File: config.mk
export PLATFORM = sky130hd
export DESIGN_NAME = prspp_sequencer
export DESIGN_NICKNAME = d
export VERILOG_FILES = /design/src/prspp_pkg.sv /design/src/prspp_sequencer.sv
export SDC_FILE = /design/constraint.sdc
export NUM_CORES = 1
export LEC_CHECK = 0
export BUFFER_PORTS_ARGS = -buffer_cell sky130_fd_sc_hd__buf_2
export CAP_MARGIN = 20
export CORE_ASPECT_RATIO = 1.2
export CORE_MARGIN = 2
export CORE_UTILIZATION = 65
export DETAILED_ROUTE_END_ITERATION = 16
export PLACE_DENSITY_LB_ADDON = 0.08
export SYNTH_ARGS = -nofsm -noshare
export SYNTH_HDL_FRONTEND = slang
export SYNTH_SLANG_ARGS = --single-unit
File: constraint.sdc
create_clock -name clk_i -period 9.4 [get_ports clk_i]
set_input_delay 0.47 -clock clk_i [delete_from_list [all_inputs] [get_ports clk_i]]
set_output_delay 0.47 -clock clk_i [all_outputs]
set_load 0.005 [all_outputs]
File: src/prspp_pkg.sv
package prspp_pkg;

    // ********************************
    // clock and timer types
    // ********************************
    localparam int CLK_HZ     = 10_000_000;       // system clock rate
    localparam int NS_PER_CYC = 1_000_000_000 / CLK_HZ;
    localparam int TW         = 20;               // wide enough for 80 ms

    typedef logic [TW-1:0] prspp_tmr_t;           // shared counter width
    typedef logic [5:0]    prspp_code_t;          // negative rail setting

    // exact ms to cycles, all figures are whole cycles at this rate
    function automatic prspp_tmr_t ms2cyc(input real ms);
        return prspp_tmr_t'(int'(ms * real'(CLK_HZ) / 1000.0));
    endfunction

    // ********************************
    // short times, in us
    // ********************************
    localparam int T_RESET_US = 100;              // logic reset interval
    localparam int T_STORE_US = 40;               // storage / turn-off period
    // least times: round up to whole cycles
    localparam prspp_tmr_t RESET_CYC =
        prspp_tmr_t'((T_RESET_US * 1000 + NS_PER_CYC - 1) / NS_PER_CYC);
    localparam prspp_tmr_t STORE_CYC =
        prspp_tmr_t'((T_STORE_US * 1000 + NS_PER_CYC - 1) / NS_PER_CYC);

    // ********************************
    // long times, in ms
    // ********************************
    localparam real T_SOFT_MS      = 1.5;         // analog soft-start ramp
    localparam real T_POS_STD_MS   = 40.0;        // positive start check
    localparam real T_POS_FAST_MS  = 10.0;
    localparam real T_NSTA_STD_MS  = 40.0;        // negative rail start delay
    localparam real T_NSTA_FAST_MS = 10.0;
    localparam real T_NCHK_STD_MS  = 80.0;        // negative start check
    localparam real T_NCHK_FAST_MS = 20.0;
    localparam real T_RUN_STD_MS   = 4.0;         // operating detect delay
    localparam real T_RUN_FAST_MS  = 1.0;

    localparam prspp_tmr_t SOFT_CYC      = ms2cyc(T_SOFT_MS);
    localparam prspp_tmr_t POS_STD_CYC   = ms2cyc(T_POS_STD_MS);
    localparam prspp_tmr_t POS_FAST_CYC  = ms2cyc(T_POS_FAST_MS);
    localparam prspp_tmr_t NSTA_STD_CYC  = ms2cyc(T_NSTA_STD_MS);
    localparam prspp_tmr_t NSTA_FAST_CYC = ms2cyc(T_NSTA_FAST_MS);
    localparam prspp_tmr_t NCHK_STD_CYC  = ms2cyc(T_NCHK_STD_MS);
    localparam prspp_tmr_t NCHK_FAST_CYC = ms2cyc(T_NCHK_FAST_MS);
    localparam prspp_tmr_t RUN_STD_CYC   = ms2cyc(T_RUN_STD_MS);
    localparam prspp_tmr_t RUN_FAST_CYC  = ms2cyc(T_RUN_FAST_MS);

    // ********************************
    // setting codes and reset values
    // ********************************
    localparam prspp_code_t CODE_DEFAULT = 6'h00;  // -2.5 V
    localparam prspp_code_t CODE_MAX     = 6'h29;  // 41 edges, -1.4 V

    // ********************************
    // carriers and states
    // ********************************
    typedef struct packed {
        logic fast_variant;        // 1: short timing set
        logic uvlo;                // input undervoltage active
        logic over_temp;           // thermal flag
        logic analog_ok;           // analog rail at or above 90 %
        logic pos_ok;              // positive rail in regulation
        logic neg_ok;              // negative rail in regulation
        logic discharge_select;    // 1: discharge when off
        logic analog_rail_enable;  // analog rail enable pin
        logic pulse_prog;          // enable and programming pin
    } prspp_pins_s;

    typedef struct packed {
        logic       analog_en;     // analog converter running
        logic       analog_soft;   // soft-start ramp active
        logic       analog_lim_red;// reduced switch limit after ramp
        logic       pos_en;        // positive converter running
        logic       pos_lim_low;   // 0.1 A start limit
        logic       neg_en;        // negative converter running
        logic       neg_lim_low;   // 0.4 A start limit
        logic [2:0] discharge;     // {analog, neg, pos} active discharge
        logic       fault;         // latched short shutdown
    } prspp_ctl_s;

    typedef enum logic [1:0] {SEQ_OFF, SEQ_POS, SEQ_NEG, SEQ_RUN} prspp_seq_e;

endpackage

File: src/prspp_sequencer.sv
`timescale 1ns/1ps
// How it works
// - pin low reset interval restores default
// - counted setting stored after storage period
// - rising edges pick 41 negative settings
// - no pulses means default negative setting
// - power loss returns settings, latch default
// - analog soft-start 1.5 ms, then limit
// - positive rail starts at low limit
// - negative rail starts after fixed delay
// - negative rail late means shutdown
// - analog checks armed after soft-start
// - analog or positive sag shuts down
// - negative rail rise shuts down
// - short latches whole device off
// - latch clears on power or both low
// - disabled outputs discharge per select pin
// - first rising edge enables discharge selection
// - over-temperature pauses, keeps settings, restarts
// - undervoltage keeps device disabled
module prspp_sequencer
    import prspp_pkg::*;
#(
    parameter prspp_tmr_t P_SOFT      = SOFT_CYC,
    parameter prspp_tmr_t P_POS_STD   = POS_STD_CYC,
    parameter prspp_tmr_t P_POS_FAST  = POS_FAST_CYC,
    parameter prspp_tmr_t P_NSTA_STD  = NSTA_STD_CYC,
    parameter prspp_tmr_t P_NSTA_FAST = NSTA_FAST_CYC,
    parameter prspp_tmr_t P_NCHK_STD  = NCHK_STD_CYC,
    parameter prspp_tmr_t P_NCHK_FAST = NCHK_FAST_CYC,
    parameter prspp_tmr_t P_RUN_STD   = RUN_STD_CYC,
    parameter prspp_tmr_t P_RUN_FAST  = RUN_FAST_CYC
) (
    // clock and power-on reset
    input  wire logic        clk_i,
    input  wire logic        reset_n_i,
    // pins and analog flags
    input  wire prspp_pins_s pins_i,
    // converter control
    output prspp_ctl_s       ctl_o,
    output prspp_code_t      neg_code_o
);

    // ********************************
    // timer helper
    // ********************************
    // saturating count, so idle timers never wrap into a false event
    function automatic prspp_tmr_t tick(input prspp_tmr_t t, input prspp_tmr_t lim);
        return (t < lim) ? prspp_tmr_t'(t + 1'b1) : t;
    endfunction

    // ********************************
    // pin sampling
    // ********************************
    prspp_pins_s s1;   // first stage, read only by s2
    prspp_pins_s s2;   // second stage
    prspp_pins_s s3;   // third stage
    prspp_pins_s pin;  // accepted level
    prspp_pins_s next_pin;

    // a bit changes only once stages two and three agree
    assign next_pin = prspp_pins_s'((~(s2 ^ s3) & s3) | ((s2 ^ s3) & pin));

    // sampler runs free on the internal timebase
    always_ff @(posedge clk_i or negedge reset_n_i) begin
        if (!reset_n_i) begin
            s1  <= '0;
            s2  <= '0;
            s3  <= '0;
            pin <= '0;
        end else begin
            s1  <= pins_i;
            s2  <= s1;
            s3  <= s2;
            pin <= next_pin;
        end
    end

    // ********************************
    // pin timing
    // ********************************
    logic       pp_q;      // last accepted pulse level
    prspp_tmr_t low_t;     // cycles pin low
    prspp_tmr_t both_t;    // cycles both enables low
    prspp_tmr_t idle_t;    // cycles since last rising edge
    wire        rise      = pin.pulse_prog & ~pp_q;
    wire        was_on    = low_t < STORE_CYC;       // low gap shorter than off delay
    wire        ctrl_on   = pin.pulse_prog | was_on;
    wire        low_rst   = low_t == RESET_CYC;
    wire        both_rst  = both_t == RESET_CYC;
    wire        store_evt = idle_t == STORE_CYC - 1'b1;
    wire        both_low  = ~pin.pulse_prog & ~pin.analog_rail_enable;

    // counters start saturated: no edge yet, device counts as reset
    always_ff @(posedge clk_i or negedge reset_n_i) begin
        if (!reset_n_i) begin
            pp_q   <= 1'b0;
            low_t  <= RESET_CYC;
            both_t <= RESET_CYC;
            idle_t <= STORE_CYC;
        end else begin
            pp_q   <= pin.pulse_prog;
            low_t  <= pin.pulse_prog ? '0 : tick(low_t, RESET_CYC);
            both_t <= both_low ? tick(both_t, RESET_CYC) : '0;
            idle_t <= rise ? '0 : tick(idle_t, STORE_CYC);
        end
    end

    // ********************************
    // edge counter and stored setting
    // ********************************
    prspp_code_t edge_cnt;  // edges in the current burst
    prspp_code_t code;      // applied setting, 0 is default
    logic        dis_valid; // discharge selection enabled
    // the enabling edge itself selects nothing
    wire         cnt_edge  = rise & was_on;
    wire         clr_code  = low_rst | pin.uvlo;
    wire         take_code = store_evt & (edge_cnt != CODE_DEFAULT);
    wire         edge_inc  = cnt_edge & (edge_cnt < CODE_MAX);
    prspp_code_t next_edge;
    prspp_code_t next_code;

    assign next_edge = (clr_code | store_evt) ? CODE_DEFAULT :
                       edge_inc ? prspp_code_t'(edge_cnt + 1'b1) : edge_cnt;
    assign next_code = clr_code ? CODE_DEFAULT :
                       take_code ? edge_cnt : code;

    // over-temperature leaves these alone, so settings survive it
    always_ff @(posedge clk_i or negedge reset_n_i) begin
        if (!reset_n_i) begin
            edge_cnt  <= CODE_DEFAULT;
            code      <= CODE_DEFAULT;
            dis_valid <= 1'b0;
        end else begin
            edge_cnt  <= next_edge;
            code      <= next_code;
            dis_valid <= dis_valid | rise;
        end
    end

    // ********************************
    // run gating and variant timing
    // ********************************
    logic fault;  // latched short shutdown
    // thermal and undervoltage pause the converters, fault stops them
    wire  run = ~pin.uvlo & ~pin.over_temp & ~fault;
    prspp_tmr_t pos_c;
    prspp_tmr_t nsta_c;
    prspp_tmr_t nchk_c;
    prspp_tmr_t run_c;

    assign pos_c  = pin.fast_variant ? P_POS_FAST  : P_POS_STD;
    assign nsta_c = pin.fast_variant ? P_NSTA_FAST : P_NSTA_STD;
    assign nchk_c = pin.fast_variant ? P_NCHK_FAST : P_NCHK_STD;
    assign run_c  = pin.fast_variant ? P_RUN_FAST  : P_RUN_STD;

    // ********************************
    // analog rail
    // ********************************
    prspp_tmr_t a_t;    // soft-start progress
    prspp_tmr_t a_bad;  // cycles below 90 % while armed
    wire        a_on   = run & pin.analog_rail_enable;
    wire        a_done = a_t == P_SOFT;
    wire        a_arm  = a_on & a_done;
    wire        a_flt  = a_bad == run_c;

    // timers restart from zero whenever the rail is not running
    always_ff @(posedge clk_i or negedge reset_n_i) begin
        if (!reset_n_i) begin
            a_t   <= '0;
            a_bad <= '0;
        end else begin
            a_t   <= a_on ? tick(a_t, P_SOFT) : '0;
            a_bad <= (a_arm & ~pin.analog_ok) ? tick(a_bad, run_c) : '0;
        end
    end

    // ********************************
    // pulse-driven rails
    // ********************************
    prspp_seq_e seq;
    prspp_seq_e next_seq;
    prspp_tmr_t c_t;      // cycles since enable
    prspp_tmr_t p_bad;    // positive rail sag time
    prspp_tmr_t n_bad;    // negative rail rise time
    logic       pos_hit;  // positive rail reached regulation
    logic       neg_hit;  // negative rail reached regulation
    wire        c_on   = run & ctrl_on;
    wire        p_arm  = (seq != SEQ_OFF) & (c_t >= pos_c);
    wire        p_late = (seq != SEQ_OFF) & (c_t == pos_c) & ~pin.pos_ok;
    wire        n_late = (seq == SEQ_NEG) & (c_t == nchk_c) & ~pin.neg_ok;
    wire        p_flt  = p_bad == run_c;
    wire        n_flt  = n_bad == run_c;

    // sequence restarts from off after any pause; thermal keeps settings, undervoltage clears them
    always_comb begin
        next_seq = seq;
        unique case (seq)
            SEQ_OFF: if (c_on) next_seq = SEQ_POS;
            SEQ_POS: if (!c_on) next_seq = SEQ_OFF;
                     else if (c_t == nsta_c) next_seq = SEQ_NEG;
            SEQ_NEG: if (!c_on) next_seq = SEQ_OFF;
                     else if (c_t == nchk_c) next_seq = SEQ_RUN;
            SEQ_RUN: if (!c_on) next_seq = SEQ_OFF;
        endcase
    end

    // sequence state and start timer
    always_ff @(posedge clk_i or negedge reset_n_i) begin
        if (!reset_n_i) begin
            seq <= SEQ_OFF;
            c_t <= '0;
        end else begin
            seq <= next_seq;
            c_t <= c_on ? tick(c_t, nchk_c) : '0;
        end
    end

    // operating checks and start-limit release
    always_ff @(posedge clk_i or negedge reset_n_i) begin
        if (!reset_n_i) begin
            p_bad   <= '0;
            n_bad   <= '0;
            pos_hit <= 1'b0;
            neg_hit <= 1'b0;
        end else begin
            p_bad   <= (p_arm & ~pin.pos_ok) ? tick(p_bad, run_c) : '0;
            n_bad   <= ((seq == SEQ_RUN) & ~pin.neg_ok) ? tick(n_bad, run_c) : '0;
            pos_hit <= (seq != SEQ_OFF) & (pos_hit | pin.pos_ok);
            neg_hit <= (seq >= SEQ_NEG) & (neg_hit | pin.neg_ok);
        end
    end

    // ********************************
    // fault latch
    // ********************************
    wire fault_evt = a_flt | p_flt | n_flt | p_late | n_late;
    wire fault_clr = both_rst | pin.uvlo;

    // a new short wins over a clear in the same cycle
    always_ff @(posedge clk_i or negedge reset_n_i) begin
        if (!reset_n_i) begin
            fault <= 1'b0;
        end else begin
            fault <= fault_evt | (fault & ~fault_clr);
        end
    end

    // ********************************
    // outputs
    // ********************************
    prspp_ctl_s ctl;
    prspp_ctl_s next_ctl;
    wire        p_en = run & (seq != SEQ_OFF);
    wire        n_en = run & ((seq == SEQ_NEG) | (seq == SEQ_RUN));
    // discharge only once selection is live, and only for idle rails
    wire        dsel = dis_valid & pin.discharge_select;

    assign next_ctl = '{
        analog_en:      a_on,
        analog_soft:    a_on & ~a_done,
        analog_lim_red: a_arm,
        pos_en:         p_en,
        pos_lim_low:    p_en & ~pos_hit,
        neg_en:         n_en,
        neg_lim_low:    n_en & ~neg_hit,
        discharge:      {dsel & ~a_on, dsel & ~n_en, dsel & ~p_en},
        fault:          fault
    };

    // registered so converter controls never glitch
    always_ff @(posedge clk_i or negedge reset_n_i) begin
        if (!reset_n_i) begin
            ctl <= '0;
        end else begin
            ctl <= next_ctl;
        end
    end

    assign ctl_o      = ctl;
    assign neg_code_o = code;
endmodule // prspp_sequencer

Word-level counts from Yosys, hierarchy flattened --
Cells that the tools add are included.
Storage, ports and cells: register bits 226, input bits 11, output and inout bits 17, logic and storage cells 206
Cells by class: add/subtract/negate cells 9, order comparisons 12, equality and inequality tests 22, muxes and demuxes 30, bitwise operators 64, reductions and logical operators 8
Operator list (count):
- $mux 20 | 17
- $add 20x1->20 const B | 8
- $eq 20x16->1 | 3
- $lt 20x16->1 | 3
- $eq 20x10->1 const B | 2
- $lt 20x10->1 const B | 2
- $lt 20x9->1 const B | 2
- $and 1x1->1 | 30
- $mux 6 | 4
- $eq 20x14->1 const B | 1
- $eq 20x19->1 | 1
- $eq 20x20->1 | 1
- $eq 20x9->1 const B | 1
- $ge 20x19->1 | 1
- $lt 20x14->1 const B | 1
- $lt 20x20->1 | 1
- $mux 19 | 1
- $and 9x9->9 | 2
- $mux 16 | 1
- $not 1->1 | 16
- $or 1x1->1 | 13
- $mux 2 | 6
- $ne 2x1->1 const B | 6
- $reduce_bool 2->1 | 5
- other kinds (14) | 17

Depth between registers and ports, before layout --
Gate-level depths: netlist of run 1.
depth after elaboration 7, depth in mapped cells 9, gate-level depth less buffers 7

Worst setup path before layout of run 1 --
OpenSTA, ideal clock, no wires.
path kind reg2reg, from register with a tool-made name, to register c_t[13], library setup time 0.078 ns, arrival 3.109 ns, required time 9.322 ns, slack 6.212 ns, cell stages (with the launch flop) 8, path buffers 0, period minus slack after synthesis 3.188 ns, cell sequence dfrtp_1 > inv_1 > ha_1 > a211oi_1 > o221ai_2 > a2111oi_4 > or3b_2 > a21oi_1
RTL lines:
- to (signal assigned) | RTL line prspp_sequencer.sv:215 | c_t <= c_on ? tick(c_t, nchk_c) : '0;
- to (decl) | RTL line prspp_sequencer.sv:183 | prspp_tmr_t c_t;

==> results of run 1 <==
[cells in the final DEF, fill, tap and decap left out, types with 5 or more instances in the layout]
master and instances:
buf_4 7, and2_1 27, nand2_1 62, buf_2 26, a31o_2 6, o31ai_1 21, o21ai_0 33, a211oi_1 25
and3_1 19, inv_1 44, nor3_1 26, clkbuf_16 25, dfrtp_1 211, nand3_1 38, a21oi_1 50, nand4b_1 7
and4_1 6, maj3_1 9, nor2b_1 16, nor2_1 89, dfstp_2 15, xnor2_1 33, or2_2 7, a211o_1 8
nor4b_1 6, nor4_1 27, nand4_1 32, o41ai_1 5, or4_1 23, o211ai_1 9, nand2b_1 13, nor3b_1 5
ha_1 53, clkinv_2 6, or3_1 34, bufinv_16 5, mux2i_1 15
[registers in the layout, summed over array words and instances, names as in the netlist, 9 cells and up, named ones only]
register  flops
a_bad        20
a_t          20
both_t       20
c_t          20
idle_t       20
low_t        20
n_bad        20
p_bad        20
ctl_o        11
s1            9
s2            9
s3            9
[per-layer routing]
layer	vias to the layer above	wire length [um]	part of all wire
met2	163	11200	0.49
met3	50	816	0.036
li1	4001	-	-
met1	4117	10000	0.44
met4	0	625	0.028
met5	-	0	0
[critical path, cell delays in order, from the launching register on]
cell and delay (ns):
dfrtp_1 1.03, inv_1 0.53, ha_1 0.45, a211o_1 0.30
a211oi_2 0.29, o2111ai_1 0.48, or4_1 0.65, a21oi_1 0.16
[per-stage QoR]
| step | instances | setup WS, ns |
|---|---|---|
| floorplan | 1075 | 6.21 |
| global placement | 1286 | 5.56 |
| detailed placement | 1287 | 5.47 |
| CTS | 1334 | 5.45 |
| global route | 1335 | 5.11 |
| finish | 1335 | 5.44 |
[cell families (layout without fill, tap and decap cells)]
kind of cell,Yosys count,in the layout,share of synthesized area
AO/OA/AOI/OAI,200,200,0.130
XOR/XNOR,37,37,0.0290
adder cells (fa/ha/maj),62,62,0.0674
buffers and inverters,83,127,0.0292
flip-flops,226,226,0.507
multiplexers,15,15,0.0134
AND/OR/NAND/NOR,452,452,0.223
[cell type report]
type / instances / area (sq um)
Sequential cell: 226 / 5670
Multi-Input combinational cell: 766 / 5180
Fill cell: 1194 / 4430
Clock buffer: 29 / 661
Tap cell: 216 / 270
Timing Repair Buffer: 36 / 235
Clock inverter: 17 / 229
Inverter: 45 / 169
[how the worst min path moves through the flow]
| stage | from | endpoint | slack, ns | cells past startpoint |
|---|---|---|---|---|
| finish | pins_i[2] | s1[2]$_DFF_PN0_ | 0.06 | 1 |
| global placement | s1[3]$_DFF_PN0_ | s2[3]$_DFF_PN0_ | 0.33 | 0 |
| global route | pins_i[8] | s1[8]$_DFF_PN0_ | 0.04 | 1 |
| detailed placement | s1[2]$_DFF_PN0_ | s2[2]$_DFF_PN0_ | 0.34 | 0 |
| CTS | pins_i[2] | s1[2]$_DFF_PN0_ | 0.04 | 1 |
| floorplan | reset_n_i | async pin | 0.17 | 0 |
[repair_timing]
action                                  in CTS  in global routing
endpoints found under the setup margin       0                  0
hold buffers                                 1                  0
hold endpoints to repair                    62                  0
resized for setup                            0                  0
[where the power goes]
group | switching, mW | internal, mW
Sequential | 0.0282 | 0.999
Combinational | 0.0834 | 0.0461
Clock | 0.402 | 0.644
==> qor.csv, run 1 <==
metric,value,unit
viasPerCell,6.24,
drv_cap,0,
p_leak,5.25,nW
critPathKind,register to register,
layout.nets,1164,
post-dp-hpwl,14800,um
finClkSkew,0.0100,ns
routabilityCongestion,0.878,
synth_area_leaders,"dfrtp_1 (47%), ha_1 (5.9%), dfstp_2 (3.5%)",
setup-tns-final,0,ns
synthArstFlopShare,1.00,
overflow,0,
status,completed,
final_area,12400,sq um
cts.sinks,226,
rr_worst_depth,7,
routed_wl,22700,um
fin_crit,3.96,ns
num_vias,8331,
endpoint,n_bad[8]$_DFFE_PN0P_,
ir_drop,0.000221,V
clk_latency,0.52,ns
gr-max-usage-layer,met2,
grt_first_pass_wirelength,39400,um
synth.most_common_cell,dfrtp_1,
diodes,0,
critPathArrivalTime,4.40,ns
clock-root-buffer,clkbuf_16,
rows,52,
core,16900,sq um
synth_common_cells,"dfrtp_1 (211), nor2_1 (89), nand2_1 (62)",
setup_viol,0,
dpl-instance-area,11500,sq um
path_max_fanout,25,
p_total,2.20,mW
layout-drive-gt1-share,0.113,
globalRouteMet3Util,0.0320,
area_growth,11.1,%
ys_ff_latch,226,
powerDensity,177,nW/um^2
post_cts_buffers,0,
ys_warn_count,0,
grt_pass1_vias,8298,
worstReg2RegEnd,n_bad[8]$_DFFE_PN0P_,
synthFlopType,dfrtp_1,
use_met2,0.431,
ys_types,69,
ioPinCount,28,
grtUsageTotal,0.262,
cts_tree,built,
htreeDepth,1,
post_drt_wl_per_cell,17.0,um
startpoint_type,register,
rrSetupSlack,5.44,ns
grt_start_max_net_pins,84,
die_h,148,um
start_util,0.663,
firstDrtPassIters,5,
fin_hold_ws,0.0562,ns
detail-route-antenna-nets,0,
rsz0062_at_grt,false,
netlist_instances,1075,
worstPathRequired,9.84,ns
synth_edf_count,0,
synth_top_area_share,0.472,
drc,0,
hp-class,primary input to register,
die_x,124,um
finalCritPeriodShare,0.421,
synth.cell_area,11200,sq um
io_buffer_count,27,
path_clk_slew,0.06,ns
utilization,0.737,
drt_iter0_drc,496,
synth-seq-area-share,0.507,
clock_path_buffers,3,
synth_top_area_cell,dfrtp_1,
hold_viol_final,0,
endpoint_kind,register,
max_slew.worst_pin.slew,1.03,ns
grt_antenna_before_repair,0,
syn-num-nets,1139,
slew_headroom,0.311,
avgSynthCellArea,10.4,sq um
met1_usage,0.361,
fmax,252,MHz
maxSlewViolCount,0,
cts-buffers-inserted,25,
dieArea,18300,sq um
(Power assumes the default switching activity.)
==> run 2: changes to the inputs <==
- ABC_AREA: not set -> 1
- CORE_UTILIZATION: 65 -> 57
- clock period: 9.4 -> 3.3 ns (I/O delays scaled with it)
==> qor.csv, run 2 <==
metric,value,unit
dp_slack,0.709,ns
diodes,0,
die_h,165,um
synth_top_family_by_area,simple AND/OR/NAND/NOR gates,
die_x,138,um
path_max_fanout,14,
yosys-mux-area-fraction,0,
post-dp-hpwl,17800,um
detail-route-antenna-nets,0,
utilization,0.646,
met1_usage,0.309,
final_common_cell,nand2_1,
fin_crit,2.58,ns
post_cts_buffers,0,
layout-drive-gt1-share,0.0756,
status,completed,
use_met2,0.407,
grtUsageTotal,0.232,
synthSimpleGateAreaFrac,0.312,
netlist_instances,1567,
maxSlewViolCount,0,
finalCritPeriodShare,0.783,
post_cts_resized,0,
clock_path_buffers,3,
layout.nets,1671,
rsz0062_at_grt,false,
overflow,0,
synth_common_cells,"nand2_1 (338), nor2_1 (252), inv_1 (214)",
num_vias,9911,
grt_antenna_before_repair,0,
finClkSkew,0.0160,ns
synth-seq-area-share,0.462,
synthArstFlopShare,1.00,
synthAdderAreaFrac,0.0613,
ys_types,44,
grt_first_pass_wirelength,45000,um
core,21000,sq um
clk_latency,0.54,ns
cts.sinks,226,
synth_edf_count,0,
setup-tns-final,0,ns
gr-max-usage-layer,met2,
io_buffer_count,27,
fin_hold_ws,0.227,ns
setup_viol,0,
synthXorXnorAreaFrac,0.0371,
ir_drop,0.000443,V
grt_pass1_vias,9756,
routabilityCongestion,0.917,
clock-root-buffer,clkbuf_16,
ys_warn_count,0,
area_growth,10.7,%
setup_slack,0.716,ns
drc,0,
cpMostUsedCell,nand2_1,
hold_viol_final,0,
fmax,387,MHz
cts-buffers-inserted,25,
post_drt_wl_per_cell,13.4,um
endpoint_kind,register,
synth_compound_area_frac,0.0459,
ys_ff_latch,226,
cts_tree,built,
dieArea,22800,sq um
rows,58,
avgSynthCellArea,7.84,sq um
slowest_delay,0.47,ns
critPathArrivalTime,3.05,ns
synth.cell_area,12300,sq um
htreeDepth,1,
viasPerCell,5.23,
p_leak,6.56,nW
synth_top_area_share,0.430,
globalRouteMet3Util,0.0302,
drv_cap,0,
max_slew.worst_pin.slew,0.752,ns
ioPinCount,28,
firstDrtPassIters,5,
startpoint_type,register,
crit_slowest_cell,a21oi_2,
powerDensity,450,nW/um^2
grt_start_max_net_pins,99,
path_clk_slew,0.06,ns
start_util,0.584,
final_cell_mix,"nand2_1 (338), nor2_1 (252), inv_1 (214)",
synth_top_area_cell,dfrtp_1,
path_cells,"inv_1, ha_1, nand2_1, nand2_1, nand2_1, nand2_1, nor2_2, inv_1, a21oi_2, nand4_1, nand2_1",
synthFlopType,dfrtp_1,
drt_iter0_drc,486,
routed_wl,25400,um
synth_area_leaders,"dfrtp_1 (43%), nand2_1 (10%), nor2_1 (7.7%)",
syn-num-nets,1631,
slew_headroom,0.497,
worstPathRequired,3.77,ns
critPathKind,register to register,
synth.most_common_cell,nand2_1,
hp-class,primary input to async pin,
p_total,6.12,mW
run 2: cell types whose count changed in the layout (fill, tap and decap cells not counted), moves of 38 or more:
| cell | change |
|---|---|
| inv_1 | +170 |
| nand2_1 | +276 |
| nand3_1 | +84 |
| nand4_1 | +38 |
| nor2_1 | +163 |
| xor2_1 | +40 |
run 2: cells by family after synthesis:
family          Yosys count
fa+ha+maj                62
xor+xnor                 52
flops                   226
buf+inv                 251
compound gates          106
simple gates            870
run 2: path summary, 6_finish.rpt:
path | from | end | slack [ns] | depth (start not counted)
worst max register to register | register | p_bad[7]$_DFFE_PN0P_ | 0.72 | 11
worst max-delay path | register | p_bad[7]$_DFFE_PN0P_ | 0.72 | 11
worst min-delay path | reset_n_i | a_t[6]$_DFFE_PN0P_ | 0.23 | 2
worst min register to register | s1[3]$_DFF_PN0_ | s2[3]$_DFF_PN0_ | 0.35 | 0
max in group asynchronous | reset_n_i | both_t[5]$_DFFE_PN1P_ | 2.07 | 3
min in group clk_i | pins_i[5] | s1[5]$_DFF_PN0_ | 0.27 | 2
run 2: power by group:
group	internal [mW]	switching, mW	leakage, nW	total (mW)
combinational	0.120	0.253	3.15	0.373
clock	1.70	1.14	0.419	2.83
sequential	2.85	0.0606	2.99	2.91
total	4.67	1.45	6.56	6.12
run 2: cell type report:
| class | count | area, sq um |
|---|---|---|
| fill | 1833 | 7440 |
| sequential | 226 | 5670 |
| multi-input combinational | 1090 | 5610 |
| inverter | 220 | 827 |
| clock buffer | 36 | 727 |
| tap | 270 | 338 |
| timing repair buffer | 44 | 310 |
| clock inverter | 10 | 121 |
run 2: worst max-delay path, delay by kind of cell, from the launching register on:
kind                       cells  cell delay (ns)
AOI/OAI and AO/OA              1             0.47
DFF                            1             0.37
and+or+nand+nor                7             0.77
buffers and inverters          2             0.54
adders and majority gates      1             0.36
run 2: routing by layer:
layer | part of all wire | wire (um)
met1 | 0.47 | 11800
met2 | 0.48 | 12200
met3 | 0.035 | 878
met4 | 0.020 | 500
met5 | 0 | 0
run 2: what timing repair did:
action,in CTS,in global routing
endpoints found under the setup margin,0,0
endpoints found under the hold margin,98,0
hold buffers,10,0
run 2: per-stage QoR:
stage	area [sq um]	std cells
final	13600	1896
after floorplan	12300	1567
after global routing	13600	1896
after CTS	13600	1896
after global placement	12700	1840
after detailed placement	12700	1840
